**src/inc/gref_pkg.sv**
```systemverilog
// Shared constants and types of the gamma reference serial slave control
package gref_pkg;

  // ----------------------------------------------------------------
  // Clock and timing
  // ----------------------------------------------------------------
  localparam int unsigned CLK_HZ = 50_000_000;
  localparam int unsigned LOAD_TIME_US = 560;
  localparam int unsigned LOAD_CYC_DEF = LOAD_TIME_US * (CLK_HZ / 1_000_000);
  localparam int unsigned BANK_SW_TIME_US = 10;
  localparam int unsigned BANK_SW_CYC = BANK_SW_TIME_US * (CLK_HZ / 1_000_000);

  // ----------------------------------------------------------------
  // Channels and codes
  // ----------------------------------------------------------------
  localparam int NUM_GAMMA = 8;
  localparam int NUM_CHAN = 9;
  localparam int COM_IDX = 8;
  localparam int CODE_W = 10;
  localparam logic [9:0] MIDSCALE = 10'h200;
  localparam logic [4:0] NV_WRITE_MAX = 5'h10;

  // ----------------------------------------------------------------
  // Bus codes
  // ----------------------------------------------------------------
  localparam logic [5:0] ADDR_UPPER = 6'h3a;
  localparam logic [7:0] GC_ADDR = 8'h00;
  localparam logic [7:0] GC_RESET_CMD = 8'h06;
  localparam logic [4:0] HS_MASTER_CODE = 5'h01;

  // Data word: update flag in bit 15, code in low ten bits
  typedef struct packed {
    logic update;
    logic [4:0] unused;
    logic [9:0] code;
  } gref_word_t;

  // Pointer byte: bit 7 also stores to nonvolatile bank, low nibble channel
  typedef struct packed {
    logic to_nv;
    logic [2:0] unused;
    logic [3:0] chan;
  } gref_ptr_t;

  typedef enum {ST_IDLE, ST_RX, ST_ACK, ST_SKIP} gref_state_t;
  typedef enum {K_ADDR, K_GC, K_PTR, K_HI, K_LO} gref_kind_t;

  // Master code test, low three bits free
  function automatic logic gref_is_hs(input logic [7:0] b);
    gref_is_hs = (b[7:3] == HS_MASTER_CODE);
  endfunction

  // Own address with write direction
  function automatic logic gref_own_wr(input logic [7:0] b, input logic lsb);
    gref_own_wr = (b[7:2] == ADDR_UPPER) && (b[1] == lsb) && !b[0];
  endfunction

endpackage

```
**src/rtl/gref_serial_slave_ctrl.sv**
```systemverilog
// Two-wire slave control of the gamma and common-voltage reference
`timescale 1ns/1ns
`default_nettype none

module gref_serial_slave_ctrl
  import gref_pkg::*;
#(
  parameter int unsigned LOAD_CYCLES = LOAD_CYC_DEF
) (
  input wire logic clk_sys_i,
  input wire logic rst_i,
  input wire logic scl_i,
  input wire logic sda_i,
  output logic sda_o,
  output logic sda_drive_n_o,
  input wire logic addr_lsb_select_pin_i,
  input wire logic bank_choice_pin_i,
  output logic [NUM_GAMMA-1:0][CODE_W-1:0] gamma_outputs_o,
  output logic [CODE_W-1:0] common_voltage_output_o,
  output logic hs_filter_en_o,
  output logic load_busy_o
);

  localparam int LCW = $clog2(LOAD_CYCLES + 1);

  // ----------------------------------------------------------------
  // Declarations
  // ----------------------------------------------------------------
  logic scl_m_q, scl_s_q, scl_p_q;
  logic sda_m_q, sda_s_q, sda_p_q;
  logic strap_m_q, strap_s_q;
  logic bank_m_q, bank_s_q, bank_p_q;
  logic rise_w, fall_w, start_w, stop_w, eval_w, bank_chg_w;
  logic irst_w;
  logic gc_fire_q, gc_pend_q;
  gref_state_t state_q;
  gref_kind_t kind_q, kind_d;
  logic [7:0] sh_q;
  logic [3:0] cnt_q;
  logic skip_q, skip_d, ack_d, gc_hit_d;
  gref_ptr_t ptr_q;
  logic [7:0] hi_q;
  gref_word_t word_w;
  logic chan_ok_w, wr_w, nv_wr_w;
  logic [LCW-1:0] load_cnt_q;
  logic load_done_w;
  logic [CODE_W-1:0] nv_q [2][NUM_CHAN];
  logic [4:0] nv_cnt_q [2][NUM_CHAN];
  logic [CODE_W-1:0] store_q [2][NUM_CHAN];
  logic [CODE_W-1:0] inbuf_q [NUM_CHAN];
  logic [NUM_CHAN-1:0][CODE_W-1:0] dac_q;

  // ----------------------------------------------------------------
  // Pin synchronisers and line events
  // ----------------------------------------------------------------
  // Two flops per pin, third flop on clock, data and bank keeps the previous settled level
  always_ff @(posedge clk_sys_i) begin
    if (rst_i) begin
      {scl_m_q, scl_s_q, scl_p_q} <= 3'h7;
      {sda_m_q, sda_s_q, sda_p_q} <= 3'h7;
      {bank_m_q, bank_s_q, bank_p_q} <= 3'h0;
      {strap_m_q, strap_s_q} <= 2'h0;
    end else begin
      {scl_m_q, scl_s_q, scl_p_q} <= {scl_i, scl_m_q, scl_s_q};
      {sda_m_q, sda_s_q, sda_p_q} <= {sda_i, sda_m_q, sda_s_q};
      {bank_m_q, bank_s_q, bank_p_q} <= {bank_choice_pin_i, bank_m_q, bank_s_q};
      {strap_m_q, strap_s_q} <= {addr_lsb_select_pin_i, strap_m_q};
    end
  end

  // Clock is only ever sampled, there is no driver for it
  assign rise_w = scl_s_q && !scl_p_q;
  assign fall_w = !scl_s_q && scl_p_q;
  // Data edges with clock high are framing conditions
  assign start_w = scl_s_q && scl_p_q && sda_p_q && !sda_s_q;
  assign stop_w = scl_s_q && scl_p_q && !sda_p_q && sda_s_q;
  assign eval_w = fall_w && (state_q == ST_RX) && (cnt_q == 4'h8);
  assign bank_chg_w = bank_s_q != bank_p_q;

  // General call restarts the block like a power cycle, except the pin synchronisers and nonvolatile words
  assign irst_w = rst_i || gc_fire_q;

  // ----------------------------------------------------------------
  // Byte decision
  // ----------------------------------------------------------------
  // Decides acknowledge and what the next byte means
  always_comb begin
    ack_d = 1'b0;
    skip_d = 1'b1;
    kind_d = kind_q;
    gc_hit_d = 1'b0;
    case (kind_q)
      K_ADDR: begin
        if (load_busy_o) begin
          ack_d = 1'b0;
        end else if (gref_own_wr(sh_q, strap_s_q)) begin
          ack_d = 1'b1;
          skip_d = 1'b0;
          kind_d = K_PTR;
        end else if (sh_q == GC_ADDR) begin
          ack_d = 1'b1;
          skip_d = 1'b0;
          kind_d = K_GC;
        end
        // Master code and foreign addresses leave the line released
      end
      K_GC: begin
        if (sh_q == GC_RESET_CMD) begin
          ack_d = 1'b1;
          gc_hit_d = 1'b1;
        end
      end
      K_PTR: begin
        ack_d = 1'b1;
        skip_d = 1'b0;
        kind_d = K_HI;
      end
      K_HI: begin
        ack_d = 1'b1;
        skip_d = 1'b0;
        kind_d = K_LO;
      end
      K_LO: begin
        ack_d = 1'b1;
        skip_d = 1'b0;
        kind_d = K_HI;
      end
      default: begin
        ack_d = 1'b0;
      end
    endcase
  end

  // ----------------------------------------------------------------
  // Bus state machine
  // ----------------------------------------------------------------
  // Shifts bits on rising clock, drives acknowledge through the ninth bit
  always_ff @(posedge clk_sys_i) begin
    if (irst_w) begin
      state_q <= ST_IDLE;
      kind_q <= K_ADDR;
      sh_q <= 8'h00;
      cnt_q <= 4'h0;
      skip_q <= 1'b0;
      gc_pend_q <= 1'b0;
      ptr_q <= '0;
      hi_q <= 8'h00;
      sda_drive_n_o <= 1'b1;
    end else if (start_w) begin
      state_q <= ST_RX;
      kind_q <= K_ADDR;
      cnt_q <= 4'h0;
      sda_drive_n_o <= 1'b1;
    end else if (stop_w) begin
      state_q <= ST_IDLE;
      sda_drive_n_o <= 1'b1;
    end else begin
      case (state_q)
        ST_RX: begin
          if (rise_w) begin
            sh_q <= {sh_q[6:0], sda_s_q};
            cnt_q <= cnt_q + 4'h1;
          end else if (eval_w) begin
            sda_drive_n_o <= !ack_d;
            kind_q <= kind_d;
            skip_q <= skip_d;
            gc_pend_q <= gc_hit_d;
            state_q <= ST_ACK;
            if (kind_q == K_PTR) begin
              ptr_q <= sh_q;
            end
            if (kind_q == K_HI) begin
              hi_q <= sh_q;
            end
            if (kind_q == K_LO) begin
              ptr_q.chan <= ptr_q.chan + 4'h1; // Auto-increment
            end
          end
        end
        ST_ACK: begin
          if (fall_w) begin
            sda_drive_n_o <= 1'b1;
            cnt_q <= 4'h0;
            state_q <= skip_q ? ST_SKIP : ST_RX;
          end
        end
        ST_SKIP, ST_IDLE: begin
          sda_drive_n_o <= 1'b1;
        end
        default: begin
          state_q <= ST_IDLE;
        end
      endcase
    end
  end

  // Reset fires once the acknowledge of the command byte is over
  always_ff @(posedge clk_sys_i) begin
    if (rst_i) begin
      gc_fire_q <= 1'b0;
    end else begin
      gc_fire_q <= gc_pend_q && (state_q == ST_ACK) && fall_w && !gc_fire_q;
    end
  end

  // The line is only ever pulled low; the enable carries the data
  always_ff @(posedge clk_sys_i) begin
    if (rst_i) begin
      sda_o <= 1'b0;
    end else begin
      sda_o <= 1'b0;
    end
  end

  // ----------------------------------------------------------------
  // High-speed mode
  // ----------------------------------------------------------------
  // Set by master code, kept over repeated START, cleared at STOP
  always_ff @(posedge clk_sys_i) begin
    if (irst_w) begin
      hs_filter_en_o <= 1'b0;
    end else if (stop_w) begin
      hs_filter_en_o <= 1'b0;
    end else if (eval_w && kind_q == K_ADDR && gref_is_hs(sh_q)) begin
      hs_filter_en_o <= 1'b1;
    end
  end

  // ----------------------------------------------------------------
  // Power-on bank load
  // ----------------------------------------------------------------
  // Counts the nonvolatile read time after any reset
  always_ff @(posedge clk_sys_i) begin
    if (irst_w) begin
      load_busy_o <= 1'b1;
      load_cnt_q <= '0;
    end else if (load_busy_o) begin
      if (load_done_w) begin
        load_busy_o <= 1'b0;
      end else begin
        load_cnt_q <= load_cnt_q + LCW'(1);
      end
    end
  end

  assign load_done_w = load_busy_o && (load_cnt_q == LCW'(LOAD_CYCLES - 1));

  // ----------------------------------------------------------------
  // Channel words
  // ----------------------------------------------------------------
  assign word_w = {hi_q, sh_q};
  assign chan_ok_w = ptr_q.chan < 4'(NUM_CHAN);
  assign wr_w = eval_w && (kind_q == K_LO) && chan_ok_w && !load_busy_o;
  assign nv_wr_w = wr_w && ptr_q.to_nv && (nv_cnt_q[bank_s_q][ptr_q.chan] < NV_WRITE_MAX);

  // Nonvolatile words with wear counters, untouched by general call
  always_ff @(posedge clk_sys_i) begin
    if (rst_i) begin
      for (int b = 0; b < 2; b++) begin
        for (int c = 0; c < NUM_CHAN; c++) begin
          nv_q[b][c] <= MIDSCALE;
          nv_cnt_q[b][c] <= 5'h00;
        end
      end
    end else if (nv_wr_w) begin
      nv_q[bank_s_q][ptr_q.chan] <= word_w.code;
      nv_cnt_q[bank_s_q][ptr_q.chan] <= nv_cnt_q[bank_s_q][ptr_q.chan] + 5'h01;
    end
  end

  // Two storage registers per channel, one for each bank
  always_ff @(posedge clk_sys_i) begin
    if (irst_w) begin
      for (int b = 0; b < 2; b++) begin
        for (int c = 0; c < NUM_CHAN; c++) begin
          store_q[b][c] <= MIDSCALE;
        end
      end
    end else if (load_done_w) begin
      store_q <= nv_q;
    end else if (nv_wr_w) begin
      store_q[bank_s_q][ptr_q.chan] <= word_w.code;
    end
  end

  // Input buffer holds written words until an update
  always_ff @(posedge clk_sys_i) begin
    if (irst_w) begin
      for (int c = 0; c < NUM_CHAN; c++) begin
        inbuf_q[c] <= MIDSCALE;
      end
    end else if (wr_w) begin
      inbuf_q[ptr_q.chan] <= word_w.code;
    end
  end

  // ----------------------------------------------------------------
  // Converter codes
  // ----------------------------------------------------------------
  // Midscale at reset, bank after load, bank pin switch, bus update
  always_ff @(posedge clk_sys_i) begin
    if (irst_w) begin
      for (int c = 0; c < NUM_CHAN; c++) begin
        dac_q[c] <= MIDSCALE;
      end
    end else if (load_done_w) begin
      for (int c = 0; c < NUM_CHAN; c++) begin
        dac_q[c] <= nv_q[bank_s_q][c];
      end
    end else if (bank_chg_w && !load_busy_o) begin
      for (int c = 0; c < NUM_CHAN; c++) begin
        dac_q[c] <= store_q[bank_s_q][c];
      end
    end else if (wr_w && word_w.update) begin
      for (int c = 0; c < NUM_CHAN; c++) begin
        dac_q[c] <= (4'(c) == ptr_q.chan) ? word_w.code : inbuf_q[c];
      end
    end
  end

  assign gamma_outputs_o = dac_q[NUM_GAMMA-1:0];
  assign common_voltage_output_o = dac_q[COM_IDX];
endmodule

`default_nettype wire

```
**config.mk**
```make
export PLATFORM = sky130hd
export DESIGN_NAME = gref_serial_slave_ctrl
export DESIGN_NICKNAME = d
export VERILOG_FILES = /design/src/inc/gref_pkg.sv /design/src/rtl/gref_serial_slave_ctrl.sv
export SDC_FILE = /design/constraint.sdc
export NUM_CORES = 2
export LEC_CHECK = 0
export CAP_MARGIN = 20
export CORE_ASPECT_RATIO = 0.6
export CORE_MARGIN = 2
export CORE_UTILIZATION = 65
export CTS_CLUSTER_DIAMETER = 100
export DETAILED_ROUTE_END_ITERATION = 8
export DONT_BUFFER_PORTS = 1
export GPL_ROUTABILITY_DRIVEN = 0
export PLACE_DENSITY = 0.82
export SLEW_MARGIN = 10
export SYNTH_ARGS = -nofsm -noshare
export SYNTH_HDL_FRONTEND = slang
export SYNTH_SLANG_ARGS = --single-unit
```
**constraint.sdc**
```tcl
create_clock -name clk_sys_i -period 4.6 [get_ports clk_sys_i]
set_input_delay 0 -clock clk_sys_i [delete_from_list [all_inputs] [get_ports clk_sys_i]]
set_output_delay 0 -clock clk_sys_i [all_outputs]
set_load 0.01 [all_outputs]
```
=== Yosys cells after proc, flatten, opt, wreduce, memory -nomap -nowiden ===
Memories as Yosys holds them, arrays and structs flattened. A register that Yosys moved wholly into a read port is not among the register bits.
Cells that the tools add are included.
Widths: inputs -> output; s select.

* Bits in registers: 571
* Memory bits (writable): 180
* Bits of input ports: 6
* Output and inout bits: 94
* Logic and storage cells: 272
* Memories: 2

{| class="wikitable"
|+ Memory list
! name !! depth !! width !! read ports !! clocked after Yosys merged registers in !! wr ports !! RTL line !! source
|-
| inbuf_q || 9 || 10 || 9 || 0 || 9 || gref_serial_slave_ctrl.sv:50 || <nowiki>logic [CODE_W-1:0] inbuf_q [NUM_CHAN];</nowiki>
|-
| nv_cnt_q || 2 || 45 || 1 || 1 || 2 || gref_serial_slave_ctrl.sv:48 || <nowiki>logic [4:0] nv_cnt_q [2][NUM_CHAN];</nowiki>
|}

* $add $sub $neg: 4
* Magnitude comparators: 6
* Equality and inequality tests: 37
* Mux-type cells: 80
* Bitwise gates (word level): 7
* Reduce and logical (&&, ||, !) cells: 65

{| class="wikitable"
|+ Operator list
! operator !! count
|-
| $mux 90 || 10
|-
| $bwmux 180 || 2
|-
| $mux 180 || 2
|-
| $mux 32 || 6
|-
| $pmux 32 s3 || 2
|-
| $eq 32x2->1 const B || 5
|-
| $mux 45 || 3
|-
| $eq 32x3->1 const B || 4
|-
| $mux 10 || 11
|-
| $logic_not 32->1 || 3
|-
| $demux 90 s1 || 1
|-
| $eq 32x1->1 const B || 2
|-
| $reduce_or 45->1 || 1
|-
| $demux 10 s4 || 1
|-
| $eq 32x4->1 const B || 1
|-
| $mux 1 || 27
|-
| $logic_and 1x1->1 || 26
|-
| $bmux 5 s4 || 1
|-
| $demux 5 s4 || 1
|-
| $mux 4 || 5
|-
| $reduce_and 4->1 || 5
|-
| $reduce_and 6->1 || 3
|-
| $eq 3x4->1 const A || 4
|-
| $add 15x1->15 const B || 1
|-
| 41 further kinds || 72
|}

=== Depth between registers and ports, before layout ===
* Depth in word-level cells: 14
* Depth in mapped cells: 12
* Depth with buffers taken out: 9

=== Worst setup path after synthesis ===
OpenSTA, ideal clock, no wires.

* Path type: register -> register
* Start point: reg ptr_q[0] (netlist name)
* End point: mem nv_cnt_q[0][25] (netlist name), enable pin
* Setup time: 349 ps
* Arrival: 2,580 ps
* Required time: 4,251 ps
* Slack: 1,671 ps
* Stages on the path, launching flop included: 12
* Buffers on the path: 3
* Period minus slack after synthesis: 2,929 ps
* Cell sequence: dfxtp_1 buf_2 inv_1 ha_1 nand2b_1 a2111oi_4 and3_1 a32o_1 buf_2 nand2_1 clkbuf_1 o21bai_1

{| class="wikitable"
|+ RTL lines
! what !! RTL line !! source
|-
| from (decl) || gref_serial_slave_ctrl.sv:41 || <nowiki>gref_ptr_t ptr_q;</nowiki>
|-
| from (signal assigned) || gref_serial_slave_ctrl.sv:170 || <nowiki>ptr_q <= sh_q;</nowiki>
|-
| to (decl) || gref_serial_slave_ctrl.sv:48 ||
|}

==> flow_summary.ini <==
[logic_synthesis]
syn_area_mm2 = 0.0309
synth_enable_flop_cells = 180
synthesis.nets = 3590
synth-seq-cells = 687
yosys_warnings = 0
synth.avg_cell_area_um2 = 8.64
synth_cell_types = 65
synthCells = 3573
synth_ff_type = dfxtp_1
synthArstFlopShare_pct = 0
seq_area_frac_synth_pct = 50.4

[worst_setup_path]
rr_startpoint = bank_s_q
reg2reg_slack_ns = 0.28
cp-start-kind = register
end_kind = register
crit_type = reg -> reg
cp.arrival_ns = 4.55
setup.worst_path.start = bank_s_q
worst_r2r_endpoint = nv_cnt_q[1][17]
worstPathRequired_ns = 4.83
reg2regPathDepth = 7
cp_max_fo = 49
crit_end = nv_cnt_q[1][17]

[pwr]
switching_share_pct = 22.2
p_int_mw = 9.27
ir_drop_mv = 0.315
p_leak_nw = 11.2
pwr-share-comb_pct = 3.5
p_sw_mw = 2.65
p_per_area_mw_per_mm2 = 359
seqPwrFrac_pct = 52.8
pwr-share-clk_pct = 43.7

[global_route]
grt_util_all_layers_pct = 37.7
grt_pass1_vias = 26836
antenna_found_initial = 2
grt_max_degree = 220
grt.overflow.total = 0
grt_first_pass_wirelength_um = 149000

[min_path]
min_path_type = in -> reg
worst_hold_startpoint = rst_i

[die]
core-area_mm2 = 0.0466
ioPinCount = 100
std_cell_rows = 61
die_w_um = 285
die_y_um = 173
dieArea_mm2 = 0.0493
start_util_pct = 66.2

[layout]
final_common_cell = nand2_1
fin_nets = 3410
final_util_pct = 71.1
synthToLayoutAreaGrowth_pct = 7.42
layoutNonFillerInstCount = 4074
layout_common_cells = 818 x nand2_1, 499 x dfxtp_1, 264 x a21oi_1
drive_gt1_share_pct = 7.35
antenna_cells = 0

[placement]
dp_hpwl_um = 57400
portBuffers = 0
placed_cells = 3955

[sta]
worst_pin_slew_ns = 1.15
relSlewSlack_pct = 23.0
finalSetupTns_ns = 0
hold_ws_ns = -0.00634
post-route-period-util_pct = 94.0
fin_skew_ns = 0.0335
finalMaxSlewViolations = 0
fmax_mhz = 231
rsz0062_at_grt = no
setup_viol = 0
hold_viol_final = 1
finalCriticalPeriod_ns = 4.32

[clock_tree]
cts-root-buf = clkbuf_16
worstSkewPairLatency_ns = 0.63
clk_pin_slew_worst_paths_ns = 0.07
cts_resized = 0
cts_sinks = 687
clk_path_buf_depth = 3
tritoncts = yes
cts_buffers = 60
h-tree-depth = 2

[routing]
post-route-drc-count = 0
antenna_left = 0
via_count = 28100
finalWirelength_um = 95800
drt_pass1_iterations = 6
first_iter_violations = 4291
wl_per_cell_um = 23.5
avgViaCountPerCell = 6.90

[run_status]
status = finished with violations
violations = hold timing

[flow_run]
maxCapViolCount = 0
-- worst min path at each step --
stage / cells past startpoint / to
after floorplan: 1 / scl_m_q
after CTS: 2 / sda_m_q
after global routing: 2 / sda_m_q
after detailed placement: 1 / bank_m_q
final: 2 / nv_q[83]
after global placement: 1 / bank_m_q
-- cells in the mapped netlist, drive strengths merged, types with 3 or more instances --
| library cell | count | area share (%) |
|---|---|---|
| a31oi | 183 | 3.7 |
| o21bai | 10 | 0.24 |
| a22oi | 5 | 0.12 |
| mux2i | 135 | 4.4 |
| edfxtp | 180 | 18 |
| o21ai | 232 | 3.8 |
| ha | 11 | 0.45 |
| nand3 | 96 | 1.6 |
| inv | 13 | 0.16 |
| xnor2 | 7 | 0.20 |
| a211oi | 93 | 2.3 |
| nand2b | 17 | 0.37 |
| mux2 | 9 | 0.33 |
| and2 | 70 | 1.4 |
| a21oi | 265 | 4.3 |
| nor4 | 6 | 0.14 |
| nand2 | 819 | 10 |
| a2111oi | 5 | 0.20 |
| and3 | 85 | 1.7 |
| a311oi | 85 | 2.4 |
| or4 | 3 | 0.073 |
| nand4 | 7 | 0.14 |
| nor3 | 67 | 1.1 |
| clkbuf | 262 | 3.2 |
| and4 | 5 | 0.14 |
| o22ai | 4 | 0.081 |
| dfxtp | 507 | 33 |
| nor2b | 34 | 0.69 |
| mux4 | 12 | 0.88 |
| or3 | 6 | 0.12 |
| nor2 | 198 | 2.5 |
| a221oi | 12 | 0.34 |
| buf | 79 | 1.3 |
| or2 | 11 | 0.22 |
| xor2 | 13 | 0.37 |
-- worst max-delay path: stages, from the launching register on --
cell       delay [ns]
dfxtp_4          0.83
mux4_2           0.58
nor3b_1          0.44
a2111oi_0        0.16
a41o_1           0.28
ha_1             0.21
xor2_1           0.91
nor2_1           0.47
-- sequential cells by signal, summed over array words and instances (netlist names), 2 cells and up --
| signal | cells |
|---|---|
| cnt_q | 4 |
| common_voltage_output_o | 10 |
| gamma_outputs_o | 80 |
| hi_q | 3 |
| inbuf_q | 90 |
| kind_q | 3 |
| load_cnt_q | 15 |
| nv_cnt_q | 90 |
| nv_q | 180 |
| ptr_q | 5 |
| sh_q | 8 |
| state_q | 2 |
| store_q | 180 |
-- metrics by stage --
stage               cell area (um^2)  setup WS, ns  power (mW)
global route                   33200         0.336        12.2
global placement               31100         0.786        6.78
finish                         33200         0.276        11.9
CTS                            33200         0.607        11.9
detailed placement             31100         0.632        6.79
floorplan                      30900          1.67        6.71
-- metal layers --
| metal | share of wire (%) | GRT usage [%] | up-vias |
|---|---|---|---|
| li1 | - | - | 12275 |
| met1 | 39 | 52.0 | 13381 |
| met2 | 43 | 56.4 | 2100 |
| met3 | 14 | 10.5 | 342 |
| met4 | 3.9 | 14.6 | 2 |
| met5 | 0.013 | 0 | - |
-- cell type report --
class                   instances  area, um^2
multi-input cells            2531       13900
clock buffers                  92        1810
fillers                      3400       13500
well taps                     630         788
clock inverters                21         196
repair buffers                 99         836
flip-flops and latches        687       15600
inverters                      14        52.6
-- logic make-up after synthesis --
logic type	count (synthesis)	share of synthesized area, %
other cells	1	0.0121
compound gates	906	17.8
buf+inv	355	4.68
xor+xnor	20	0.567
simple gates	1437	20.5
flops	687	50.4
mux	156	5.58
fa+ha+maj	11	0.446
-- repair_timing --
action | in CTS | in global routing
buffers inserted | 0 | 0
hold buffers | 5 | 0
endpoints found under the hold margin | 364 | 0
endpoints found under the setup margin | 0 | 0
-- power groups by stage --
| stage | Combinational [mW] | Clock (mW) | Sequential [mW] |
|---|---|---|---|
| final | 0.417 | 5.20 | 6.30 |
| after global routing | 0.444 | 5.45 | 6.30 |
| after CTS | 0.402 | 5.19 | 6.30 |
| after detailed placement | 0.360 | 0 | 6.43 |
| after global placement | 0.348 | 0 | 6.43 |
| after floorplan | 0.298 | 0 | 6.41 |
(Power assumes the default switching activity.)
